## src/hdl/atc_pkg.sv

```systemverilog
// Purpose: Shared constants and types of the analog torque command block.
// Assumes: 50 MHz clock; every register offset below is a byte address.
// Notes: Voltages are held in counts of 0.01 V, torques in mNm.
package atc_pkg;
   // Register byte addresses.
   localparam logic [31:0] ADR_ANALOG_INPUT_ONE_RAW = 32'h2501_0610;
   localparam logic [31:0] ADR_ANALOG_INPUT_TWO_RAW = 32'h2501_0710;
   localparam logic [31:0] ADR_ANALOG_INPUT_ONE_FILT = 32'h2502_0110;
   localparam logic [31:0] ADR_ANALOG_INPUT_ONE_DEAD = 32'h2502_0210;
   localparam logic [31:0] ADR_ANALOG_INPUT_ONE_OFFS = 32'h2502_0310;
   localparam logic [31:0] ADR_ANALOG_INPUT_TWO_FILT = 32'h2502_0410;
   localparam logic [31:0] ADR_ANALOG_INPUT_TWO_DEAD = 32'h2502_0510;
   localparam logic [31:0] ADR_ANALOG_INPUT_TWO_OFFS = 32'h2502_0610;
   localparam logic [31:0] ADR_TQ_SRC = 32'h2502_0808;
   localparam logic [31:0] ADR_LIM_SRC = 32'h2502_0908;
   localparam logic [31:0] ADR_TQ_SCALE = 32'h2502_0B10;
   localparam logic [31:0] ADR_LIM_SCALE = 32'h2502_0C10;
   localparam logic [31:0] ADR_ANALOG_INPUT_ONE_COND = 32'h2502_0F10;
   localparam logic [31:0] ADR_ANALOG_INPUT_TWO_COND = 32'h2502_1010;
   localparam logic [31:0] ADR_CTRL = 32'h6040_0010;
   localparam logic [31:0] ADR_MODE = 32'h6060_0008;
   localparam logic [31:0] ADR_TQ_PCT = 32'h6071_0010;
   localparam logic [31:0] ADR_SPD_CEIL = 32'h6080_0010;
   localparam logic [31:0] ADR_SPD_GAIN = 32'h60F6_0310;
   // Mode and source encodings.
   localparam logic [7:0] MODE_TORQUE = 8'h04;
   localparam logic [7:0] SRC_OFF = 8'h00;
   localparam logic [7:0] SRC_ANALOG_INPUT_ONE = 8'h01;
   localparam logic [7:0] SRC_ANALOG_INPUT_TWO = 8'h02;
   localparam logic [3:0] CTRL_ENABLE = 4'hF;
   // Reset values.
   localparam logic [15:0] RST_ZERO16 = 16'h0000;
   localparam logic [7:0] RST_ZERO8 = 8'h00;
   localparam logic [15:0] RST_SPD_CEIL = 16'h0BB8;
   localparam logic [15:0] RST_SPD_GAIN = 16'h000A;
   // Raw converter code of zero volts; one code is 0.01 V.
   localparam logic [15:0] ADC_MID = 16'h8000;
   // Counts of 0.01 V per volt, and full scale of a percentage.
   localparam int CENTI_PER_VOLT = 100;
   localparam int PCT_FULL = 100;
   // Rated motor torque used by the percentage source.
   localparam int RATED_MNM = 1000;
   // Filter step time and its cycle count.
   localparam int CLK_HZ = 50_000_000;
   localparam int FILT_STEP_MS = 1;
   localparam int TICK_CYCLES = CLK_HZ / 1000 * FILT_STEP_MS;
   // Per-channel conditioning settings.
   typedef struct packed {
      logic [15:0] filt;
      logic signed [15:0] dead;
      logic signed [15:0] offs;
   } atc_chan_cfg_t;
   // Wishbone slave state.
   typedef enum logic [0:0] {
      ATC_BUS_IDLE = 1'b0,
      ATC_BUS_ACK = 1'b1
   } atc_bus_state_t;
endpackage

```

## src/hdl/atc_top.sv

```systemverilog
// Purpose: Torque command path: analog conditioning, source select, limit, speed ceiling.
// Assumes: Analog codes come from another domain; motor speed is on clk_i.
// Notes: Registers sit on a classic Wishbone slave with one wait state.
// Behaviour
// - Mode value 4 selects torque regulation.
// - Analog off: target from percent parameter.
// - Analog on: torque follows selected input voltage.
// - Each channel publishes its conditioned value.
// - Each channel has millisecond low-pass filter.
// - Each channel has deadband in 0.01 V.
// - Each channel subtracts offset in 0.01 V.
// - Volt-to-torque scale held in mNm per volt.
// - Torque source: 0 percent, 1 ANALOG_INPUT_ONE, 2 ANALOG_INPUT_TWO.
// - Limit source: 0 off, 1 ANALOG_INPUT_ONE, 2 ANALOG_INPUT_TWO.
// - Volt-to-limit scale held in mNm per volt.
// - Torque limit applies in every operating mode.
// - Target torque is conditioned voltage times scale.
// - Torque ceiling is conditioned voltage times scale.
// - Conditioning order: filter, offset, then deadband.
// - Intermediate value is filtered input minus offset.
// - Speed ceiling gain sets speed limit strength.
// - Torque mode pulls torque back in proportion to speed above ceiling rpm.
// - Raw reading of each channel is readable.
module atc_top #(
   parameter int TICK_CYCLES = atc_pkg::TICK_CYCLES,
   parameter int RATED_MNM = atc_pkg::RATED_MNM
) (
   input wire logic clk_i,
   input wire logic rst_i,
   input wire logic wb_cyc_i,
   input wire logic wb_stb_i,
   input wire logic wb_we_i,
   input wire logic [31:0] wb_adr_i,
   input wire logic [3:0] wb_sel_i,
   input wire logic [31:0] wb_dat_i,
   output logic [31:0] wb_dat_o,
   output logic wb_ack_o,
   input wire logic [15:0] analog_input_one_raw_i,
   input wire logic [15:0] analog_input_two_raw_i,
   input wire logic signed [15:0] motor_speed_i,
   output logic signed [31:0] torque_cmd_o,
   output logic [31:0] torque_limit_o,
   output logic torque_limit_en_o,
   output logic torque_mode_o,
   output logic drive_enable_o,
   output logic overspeed_o
);
   // Register storage.
   atc_pkg::atc_chan_cfg_t cfg_reg [2];
   logic [7:0] tq_src_reg, lim_src_reg, mode_reg;
   logic [15:0] tq_scale_reg, lim_scale_reg, ctrl_reg, spd_ceil_reg, spd_gain_reg;
   logic signed [15:0] tq_pct_reg;
   // Bus state and decoded write strobe.
   atc_pkg::atc_bus_state_t bus_reg;
   logic wr_en;
   logic [31:0] rd_data;
   // Per-channel pipeline values.
   logic [15:0] raw_in [2];
   logic [15:0] raw_reg [2];
   logic signed [15:0] filt_reg [2], offc_reg [2], cond_reg [2];
   // Filter step divider.
   logic [$clog2(TICK_CYCLES)-1:0] tick_cnt_reg;
   logic tick_reg;
   // Torque path intermediates.
   logic signed [31:0] tq_raw_reg, tq_clamp_reg;
   logic [31:0] lim_reg;
   logic signed [15:0] tq_sel, lim_sel;
   logic [16:0] spd_mag;
   logic signed [33:0] tq_red;

   assign raw_in[0] = analog_input_one_raw_i;
   assign raw_in[1] = analog_input_two_raw_i;
   assign wr_en = wb_cyc_i && wb_stb_i && wb_we_i && (bus_reg == atc_pkg::ATC_BUS_IDLE);

   // Number of right shifts that gives the filter a time constant near t ms.
   function automatic logic [3:0] filt_shift(input logic [15:0] t);
      logic [3:0] s;
      s = 4'h0;
      for (int i = 0; i < 16; i++) begin
         if (t[i]) begin
            s = (i == 15) ? 4'hF : 4'(i + 1);
         end
      end
      return s;
   endfunction

   // Free running divider that marks each filter step.
   always_ff @(posedge clk_i) begin
      if (rst_i || tick_cnt_reg == ($clog2(TICK_CYCLES))'(TICK_CYCLES - 1)) begin
         tick_cnt_reg <= '0;
      end else begin
         tick_cnt_reg <= tick_cnt_reg + 1'b1;
      end
      tick_reg <= !rst_i && tick_cnt_reg == ($clog2(TICK_CYCLES))'(TICK_CYCLES - 1);
   end

   // Per-channel synchroniser and conditioning chain.
   for (genvar ch = 0; ch < 2; ch++) begin : g_ch
      logic [15:0] s1_reg, s2_reg, s3_reg;
      logic signed [15:0] volt;
      logic signed [16:0] fdiff, offs_d;
      logic signed [15:0] db;
      logic [16:0] mag;
      // Signed voltage in 0.01 V counts around mid-scale.
      assign volt = $signed(raw_reg[ch] - atc_pkg::ADC_MID);
      assign fdiff = 17'(volt) - 17'(filt_reg[ch]);
      assign offs_d = 17'(filt_reg[ch]) - 17'(cfg_reg[ch].offs);
      assign db = cfg_reg[ch].dead[15] ? 16'sh0000 : cfg_reg[ch].dead;
      assign mag = offc_reg[ch][15] ? 17'(-17'(offc_reg[ch])) : 17'(offc_reg[ch]);
      // Three flops; a new code is taken once the last two agree.
      always_ff @(posedge clk_i) begin
         s1_reg <= raw_in[ch];
         s2_reg <= s1_reg;
         s3_reg <= s2_reg;
         if (rst_i) begin
            raw_reg[ch] <= atc_pkg::ADC_MID;
         end else if (s2_reg == s3_reg) begin
            raw_reg[ch] <= s3_reg;
         end
      end
      // Low-pass filter, bypassed when its time is zero.
      always_ff @(posedge clk_i) begin
         if (rst_i) begin
            filt_reg[ch] <= '0;
         end else if (cfg_reg[ch].filt == 16'h0000) begin
            filt_reg[ch] <= volt;
         end else if (tick_reg) begin
            filt_reg[ch] <= 16'(fdiff >>> filt_shift(cfg_reg[ch].filt)) + filt_reg[ch];
         end
      end
      // Offset subtraction with saturation, then deadband.
      always_ff @(posedge clk_i) begin
         if (rst_i) begin
            offc_reg[ch] <= '0;
            cond_reg[ch] <= '0;
         end else begin
            if (offs_d > 17'sd32767) begin
               offc_reg[ch] <= 16'sh7FFF;
            end else if (offs_d < -17'sd32768) begin
               offc_reg[ch] <= 16'sh8000;
            end else begin
               offc_reg[ch] <= 16'(offs_d);
            end
            if (mag <= 17'(db)) begin
               cond_reg[ch] <= '0;
            end else if (offc_reg[ch][15]) begin
               cond_reg[ch] <= offc_reg[ch] + db;
            end else begin
               cond_reg[ch] <= offc_reg[ch] - db;
            end
         end
      end
   end

   // Source selection of the setpoint and the limit voltage.
   assign tq_sel = (tq_src_reg == atc_pkg::SRC_ANALOG_INPUT_TWO) ? cond_reg[1] : cond_reg[0];
   assign lim_sel = (lim_src_reg == atc_pkg::SRC_ANALOG_INPUT_TWO) ? cond_reg[1] : cond_reg[0];

   // Setpoint and ceiling in mNm; the 0.01 V counts are divided down to volts.
   always_ff @(posedge clk_i) begin
      if (rst_i) begin
         tq_raw_reg <= '0;
         lim_reg <= '0;
         torque_limit_en_o <= 1'b0;
      end else begin
         if (tq_src_reg == atc_pkg::SRC_ANALOG_INPUT_ONE || tq_src_reg == atc_pkg::SRC_ANALOG_INPUT_TWO) begin
            tq_raw_reg <= 32'((34'(tq_sel) * $signed(34'(tq_scale_reg)))
                              / 34'(atc_pkg::CENTI_PER_VOLT));
         end else begin
            tq_raw_reg <= 32'((34'(tq_pct_reg) * 34'(RATED_MNM)) / 34'(atc_pkg::PCT_FULL));
         end
         lim_reg <= 32'((34'(lim_sel[15] ? 16'sh0000 : lim_sel) * 34'(lim_scale_reg))
                        / 34'(atc_pkg::CENTI_PER_VOLT));
         torque_limit_en_o <= lim_src_reg == atc_pkg::SRC_ANALOG_INPUT_ONE
                              || lim_src_reg == atc_pkg::SRC_ANALOG_INPUT_TWO;
      end
   end

   // Clamp to the analog ceiling in any mode.
   always_ff @(posedge clk_i) begin
      if (rst_i) begin
         tq_clamp_reg <= '0;
      end else if (torque_limit_en_o && tq_raw_reg > $signed(lim_reg)) begin
         tq_clamp_reg <= $signed(lim_reg);
      end else if (torque_limit_en_o && tq_raw_reg < -$signed(lim_reg)) begin
         tq_clamp_reg <= -$signed(lim_reg);
      end else begin
         tq_clamp_reg <= tq_raw_reg;
      end
   end

   // Over the speed ceiling the torque is pulled back in proportion to the excess.
   assign spd_mag = motor_speed_i[15] ? 17'(-17'(motor_speed_i)) : 17'(motor_speed_i);
   assign tq_red = 34'(spd_mag - 17'(spd_ceil_reg)) * 34'(spd_gain_reg);
   always_ff @(posedge clk_i) begin
      if (rst_i) begin
         torque_cmd_o <= '0;
         overspeed_o <= 1'b0;
         torque_mode_o <= 1'b0;
         drive_enable_o <= 1'b0;
         torque_limit_o <= '0;
      end else begin
         torque_mode_o <= mode_reg == atc_pkg::MODE_TORQUE;
         drive_enable_o <= ctrl_reg[3:0] == atc_pkg::CTRL_ENABLE;
         torque_limit_o <= lim_reg;
         overspeed_o <= mode_reg == atc_pkg::MODE_TORQUE && spd_mag > 17'(spd_ceil_reg);
         if (mode_reg != atc_pkg::MODE_TORQUE) begin
            torque_cmd_o <= '0;
         end else if (spd_mag > 17'(spd_ceil_reg)) begin
            torque_cmd_o <= motor_speed_i[15] ? 32'(34'(tq_clamp_reg) + tq_red)
                                              : 32'(34'(tq_clamp_reg) - tq_red);
         end else begin
            torque_cmd_o <= tq_clamp_reg;
         end
      end
   end

   // Register writes; 16-bit fields use lanes 0 and 1, 8-bit fields lane 0.
   always_ff @(posedge clk_i) begin
      if (rst_i) begin
         cfg_reg[0] <= '0;
         cfg_reg[1] <= '0;
         tq_src_reg <= atc_pkg::RST_ZERO8;
         lim_src_reg <= atc_pkg::RST_ZERO8;
         mode_reg <= atc_pkg::RST_ZERO8;
         tq_scale_reg <= atc_pkg::RST_ZERO16;
         lim_scale_reg <= atc_pkg::RST_ZERO16;
         ctrl_reg <= atc_pkg::RST_ZERO16;
         tq_pct_reg <= atc_pkg::RST_ZERO16;
         spd_ceil_reg <= atc_pkg::RST_SPD_CEIL;
         spd_gain_reg <= atc_pkg::RST_SPD_GAIN;
      end else if (wr_en) begin
         for (int b = 0; b < 2; b++) begin
            if (wb_sel_i[b]) begin
               case (wb_adr_i)
                  atc_pkg::ADR_ANALOG_INPUT_ONE_FILT: cfg_reg[0].filt[b*8+:8] <= wb_dat_i[b*8+:8];
                  atc_pkg::ADR_ANALOG_INPUT_ONE_DEAD: cfg_reg[0].dead[b*8+:8] <= wb_dat_i[b*8+:8];
                  atc_pkg::ADR_ANALOG_INPUT_ONE_OFFS: cfg_reg[0].offs[b*8+:8] <= wb_dat_i[b*8+:8];
                  atc_pkg::ADR_ANALOG_INPUT_TWO_FILT: cfg_reg[1].filt[b*8+:8] <= wb_dat_i[b*8+:8];
                  atc_pkg::ADR_ANALOG_INPUT_TWO_DEAD: cfg_reg[1].dead[b*8+:8] <= wb_dat_i[b*8+:8];
                  atc_pkg::ADR_ANALOG_INPUT_TWO_OFFS: cfg_reg[1].offs[b*8+:8] <= wb_dat_i[b*8+:8];
                  atc_pkg::ADR_TQ_SCALE: tq_scale_reg[b*8+:8] <= wb_dat_i[b*8+:8];
                  atc_pkg::ADR_LIM_SCALE: lim_scale_reg[b*8+:8] <= wb_dat_i[b*8+:8];
                  atc_pkg::ADR_CTRL: ctrl_reg[b*8+:8] <= wb_dat_i[b*8+:8];
                  atc_pkg::ADR_TQ_PCT: tq_pct_reg[b*8+:8] <= wb_dat_i[b*8+:8];
                  atc_pkg::ADR_SPD_CEIL: spd_ceil_reg[b*8+:8] <= wb_dat_i[b*8+:8];
                  atc_pkg::ADR_SPD_GAIN: spd_gain_reg[b*8+:8] <= wb_dat_i[b*8+:8];
                  default: ;
               endcase
            end
         end
         if (wb_sel_i[0]) begin
            case (wb_adr_i)
               atc_pkg::ADR_TQ_SRC: tq_src_reg <= wb_dat_i[7:0];
               atc_pkg::ADR_LIM_SRC: lim_src_reg <= wb_dat_i[7:0];
               atc_pkg::ADR_MODE: mode_reg <= wb_dat_i[7:0];
               default: ;
            endcase
         end
      end
   end

   // Read multiplexer; unmapped addresses read zero.
   always_comb begin
      case (wb_adr_i)
         atc_pkg::ADR_ANALOG_INPUT_ONE_RAW: rd_data = {16'h0000, raw_reg[0]};
         atc_pkg::ADR_ANALOG_INPUT_TWO_RAW: rd_data = {16'h0000, raw_reg[1]};
         atc_pkg::ADR_ANALOG_INPUT_ONE_COND: rd_data = {16'h0000, cond_reg[0]};
         atc_pkg::ADR_ANALOG_INPUT_TWO_COND: rd_data = {16'h0000, cond_reg[1]};
         atc_pkg::ADR_ANALOG_INPUT_ONE_FILT: rd_data = {16'h0000, cfg_reg[0].filt};
         atc_pkg::ADR_ANALOG_INPUT_ONE_DEAD: rd_data = {16'h0000, cfg_reg[0].dead};
         atc_pkg::ADR_ANALOG_INPUT_ONE_OFFS: rd_data = {16'h0000, cfg_reg[0].offs};
         atc_pkg::ADR_ANALOG_INPUT_TWO_FILT: rd_data = {16'h0000, cfg_reg[1].filt};
         atc_pkg::ADR_ANALOG_INPUT_TWO_DEAD: rd_data = {16'h0000, cfg_reg[1].dead};
         atc_pkg::ADR_ANALOG_INPUT_TWO_OFFS: rd_data = {16'h0000, cfg_reg[1].offs};
         atc_pkg::ADR_TQ_SRC: rd_data = {24'h00_0000, tq_src_reg};
         atc_pkg::ADR_LIM_SRC: rd_data = {24'h00_0000, lim_src_reg};
         atc_pkg::ADR_MODE: rd_data = {24'h00_0000, mode_reg};
         atc_pkg::ADR_TQ_SCALE: rd_data = {16'h0000, tq_scale_reg};
         atc_pkg::ADR_LIM_SCALE: rd_data = {16'h0000, lim_scale_reg};
         atc_pkg::ADR_CTRL: rd_data = {16'h0000, ctrl_reg};
         atc_pkg::ADR_TQ_PCT: rd_data = {16'h0000, tq_pct_reg};
         atc_pkg::ADR_SPD_CEIL: rd_data = {16'h0000, spd_ceil_reg};
         atc_pkg::ADR_SPD_GAIN: rd_data = {16'h0000, spd_gain_reg};
         default: rd_data = 32'h0000_0000;
      endcase
   end

   // Bus handshake: ack one cycle after the request, then one idle cycle.
   always_ff @(posedge clk_i) begin
      if (rst_i) begin
         bus_reg <= atc_pkg::ATC_BUS_IDLE;
         wb_ack_o <= 1'b0;
         wb_dat_o <= 32'h0000_0000;
      end else begin
         case (bus_reg)
            atc_pkg::ATC_BUS_IDLE: begin
               if (wb_cyc_i && wb_stb_i) begin
                  bus_reg <= atc_pkg::ATC_BUS_ACK;
                  wb_ack_o <= 1'b1;
                  wb_dat_o <= wb_we_i ? 32'h0000_0000 : rd_data;
               end
            end
            atc_pkg::ATC_BUS_ACK: begin
               bus_reg <= atc_pkg::ATC_BUS_IDLE;
               wb_ack_o <= 1'b0;
            end
            default: bus_reg <= atc_pkg::ATC_BUS_IDLE;
         endcase
      end
   end
endmodule

```

## config.mk

```make
export PLATFORM = sky130hd
export DESIGN_NAME = atc_top
export DESIGN_NICKNAME = d
export VERILOG_FILES = /design/src/hdl/atc_pkg.sv /design/src/hdl/atc_top.sv
export SDC_FILE = /design/constraint.sdc
export NUM_CORES = 2
export LEC_CHECK = 0
export ABC_AREA = 1
export BUFFER_PORTS_ARGS = -buffer_cell sky130_fd_sc_hd__buf_2
export CORE_UTILIZATION = 41
export CTS_CLUSTER_SIZE = 14
export DETAILED_ROUTE_END_ITERATION = 16
export SYNTH_ARGS = -nofsm -noshare
export SYNTH_HDL_FRONTEND = slang
export SYNTH_SLANG_ARGS = --single-unit
```

## constraint.sdc

```tcl
create_clock -name clk_i -period 29.8 [get_ports clk_i]
set_input_delay 2.98 -clock clk_i [delete_from_list [all_inputs] [get_ports clk_i]]
set_output_delay 2.98 -clock clk_i [all_outputs]
set_load 0.02 [all_outputs]
```

==> impl_results.md <==
* Most frequent cells in the layout: inv_1 (1,961), nand2_1 (1,949), nor2_1 (1,095), fa_1 (718), ha_1 (655)
* Vias per inst at approximately 5.3
* LEAKAGE at 0.0431 uW
* Post CTS Setup Buffer Count at 0
* Async S/R FF share, synth at 0%
* GR Overflow Total at 0
* Number of flip-flops under the largest register name at 96
* Pwr per Cell Area at between 30 and 40 nW/um2
* Total number of vias at around 69,000
* Crit end category: flop
* Top FF cell, synth: dfxtp_1
* Worst hold path class: reg -> reg
* Routability cong. at about 1.0
* Fin Setup TNS at 0 ns
* Syn Std Cell Area at between 70,000 and 80,000 um2
* Slew Viols, Final at 0
* # nets final at ~12,000
* Synth Warn # at 0
* Reg area at 14,800 um2
* Max Fclk at ~0.042 GHz
* Inserted Clock Buffers at 72
* Fillers at 19,200
* Initial core utilization at approximately two fifths
* CP required at 30.41 ns
* CP max stage delay at 0.90 ns
* Initial antenna violation count at 23
* Post-route design area at between 80,000 and 90,000 um2
* WP buf/inv at 12
* Critical path's most frequent cell: nand2_4
* Max-capacitance violation count at 0
* Core area at 188,000 um2
* H-Tree Depth at 3
* IO Pins at between 200 and 250
* Worst-Margin Slew at approximately 1.2 ns
* DR WL/cell at ~19 um
* Crit-path leading delay family: simple AND/OR/NAND/NOR gates
* Crit-path slowest cell: o21ai_0
* Kind of critical path: reg -> reg
* Final Skew at between 0.05 and 0.06 ns
* Most common cell after layout, fill and taps aside: inv_1
* Pre-CTS setup slack at 6.42 ns
* IO buf count at 180
* Row count at between 150 and 200
* Root buffer cell: clkbuf_16
* Post-synthesis cell type count at 84
* Post-layout min period at around 24 ns
* Sequential element share of the synthesized area at between 10% and 20%
* CTS tree: built
* Post-CTS Hold Fix Bufs at 0
* Failing checks: design-rule violations
* Final antenna-violating net count at 0
* Die area at roughly 190,000 um2
* First-pass GRT wire length at between 300,000 and 400,000 um
* Drt drc at 22
* Power, Total at between 2000 and 3000 uW
* Area after DPL at a little over 80,000 um2
* Largest net degree at the start of global routing at approximately 120
* Worst VDD drop at around 0.036 mV
* HPWL after DPL at between 200,000 and 250,000 um
* Utilization after layout at between 40% and 50%
* Count of endpoints failing setup in the final report at 0
* Mapped Cells at 10,500
* Fraction of layout cells with a size suffix above 1 at under 10%
* Post-synth EDFFs at 224
* Die Height at between 400 and 500 um
* Chip width at approximately 440 um
* Hold Fails Final Rpt at 0
* Clk buf depth at 3
* GRT Overall Usage at 25.7%
* Crit share post-route at approximately four fifths
* Post-CTS resize count at 0
* RSZ-0062 raised after global routing: false
* Mapped Avg Cell Area at ~7.4 um2
* Post-Route WL at 248,000 um
* Crit Path Max Fanout at 60
* Arrival time worst endpoint at about 24 ns
* Vias in the first global route at between 60,000 and 70,000
* Drt pass-1 iters at 12
* Outcome: finished with violations
* Synthesis-stage register bit count at 625
* Clock Sink Count at between 600 and 700
* Worst slew margin at between 20% and 30%
* Worst setup SP type: flop
* Area Overhead vs Synth at 7.72%
* Worst skew pair latency at roughly 0.7 ns
* Iter 0 DRT Violations at 6,154
* Multi-input logic area at 54,300 um2
* Setup ws final at 5.99 ns
* Worst-path clk slew at around 0.070 ns
[per-stage QoR]
step | std cells | hold slack, ns
after global routing | 13200 | 0.334
after CTS | 13200 | 0.329
after global placement | 13000 | 0.314
after floorplan | 10600 | 0.310
final | 13200 | 0.327
after detailed placement | 13000 | 0.312
[worst register-to-register path, delay by kind of cell, from the launching register on]
kind,cells,cell delay [ns]
AND/OR/NAND/NOR,126,16.55
AO/OA/AOI/OAI,5,1.53
flip-flops,1,0.33
adder cells (fa/ha/maj),8,3.61
buffers and inverters,12,1.58
XOR/XNOR,1,0.14
[per-layer routing]
metal	vias up	track usage, %	share of wire [%]
met2	2388	39.9	43
li1	33300	-	-
met3	401	5.08	8.5
met1	33100	35.2	44
met4	2	9.59	3.9
met5	-	0	0.0052
[synthesized netlist by cell type (42+ instances only)]
cell type     n  area, um2
nand2_4      79        890
xor2_1      269       2360
edfxtp_1    224       6730
ha_1        655       8200
o21ai_0     505       2530
nand3_1     481       2410
dfxtp_1     401       8030
nand4_1     123        769
nor3_1      109        546
a21oi_1     506       2530
o21ai_1      42        210
o22ai_1     117        732
nand2_2     235       1470
nand2_1    1949       7320
inv_2        52        195
o21bai_1     55        413
nor2_1     1095       4110
xnor2_1      84        736
fa_1        718      14400
clkbuf_1    199        747
nor4_1       58        363
inv_1      1961       7360
[where the power goes]
group | leakage, uW | internal, uW | switching [uW] | total [uW]
combinational | 0.0363 | 273 | 583 | 856
sequential | 0.00554 | 914 | 30.9 | 945
clock | 0.00125 | 546 | 404 | 950
total | 0.0431 | 1730 | 1020 | 2750
[kinds of logic (layout without fill, tap and decap cells)]
family	Yosys count	count (layout)	share of synthesized area, %
AO/OA/AOI/OAI	1449	1449	10.6
adder cells (fa/ha/maj)	1373	1373	29.0
multiplexers	18	18	0.232
XOR/XNOR	353	353	3.97
flip-flops	625	625	19.0
other	2	98	0.00965
buffers and inverters	2324	2421	11.7
AND/OR/NAND/NOR	4339	4339	25.5
[final cells by class]
| cell class | instances | area share (%) |
|---|---|---|
| antenna | 11 | 0.0328 |
| clock buffer | 96 | 2.58 |
| clock inverter | 35 | 0.451 |
| inverter | 2063 | 9.35 |
| multi-input combinational | 7619 | 64.8 |
| sequential | 625 | 17.6 |
| tap | 2495 | 3.73 |
| timing repair buffer | 227 | 1.50 |
[worst paths after layout]
| check | from | endpoint | slack, ns | depth (start not counted) |
|---|---|---|---|---|
| setup / recovery | tq_src_reg[0]$_SDFFE_PP0P_ | tq_raw_reg[22]$_SDFF_PP0_ | 5.99 | 152 |
| hold / removal | g_ch[0].s1_reg[13]$_DFF_P_ | g_ch[0].s2_reg[13]$_DFF_P_ | 0.33 | 0 |
| hold reg to reg | g_ch[0].s1_reg[13]$_DFF_P_ | g_ch[0].s2_reg[13]$_DFF_P_ | 0.33 | 0 |
| setup reg to reg | tq_src_reg[0]$_SDFFE_PP0P_ | tq_raw_reg[22]$_SDFF_PP0_ | 5.99 | 152 |
No activity file was read; power rests on OpenSTA's default activity.
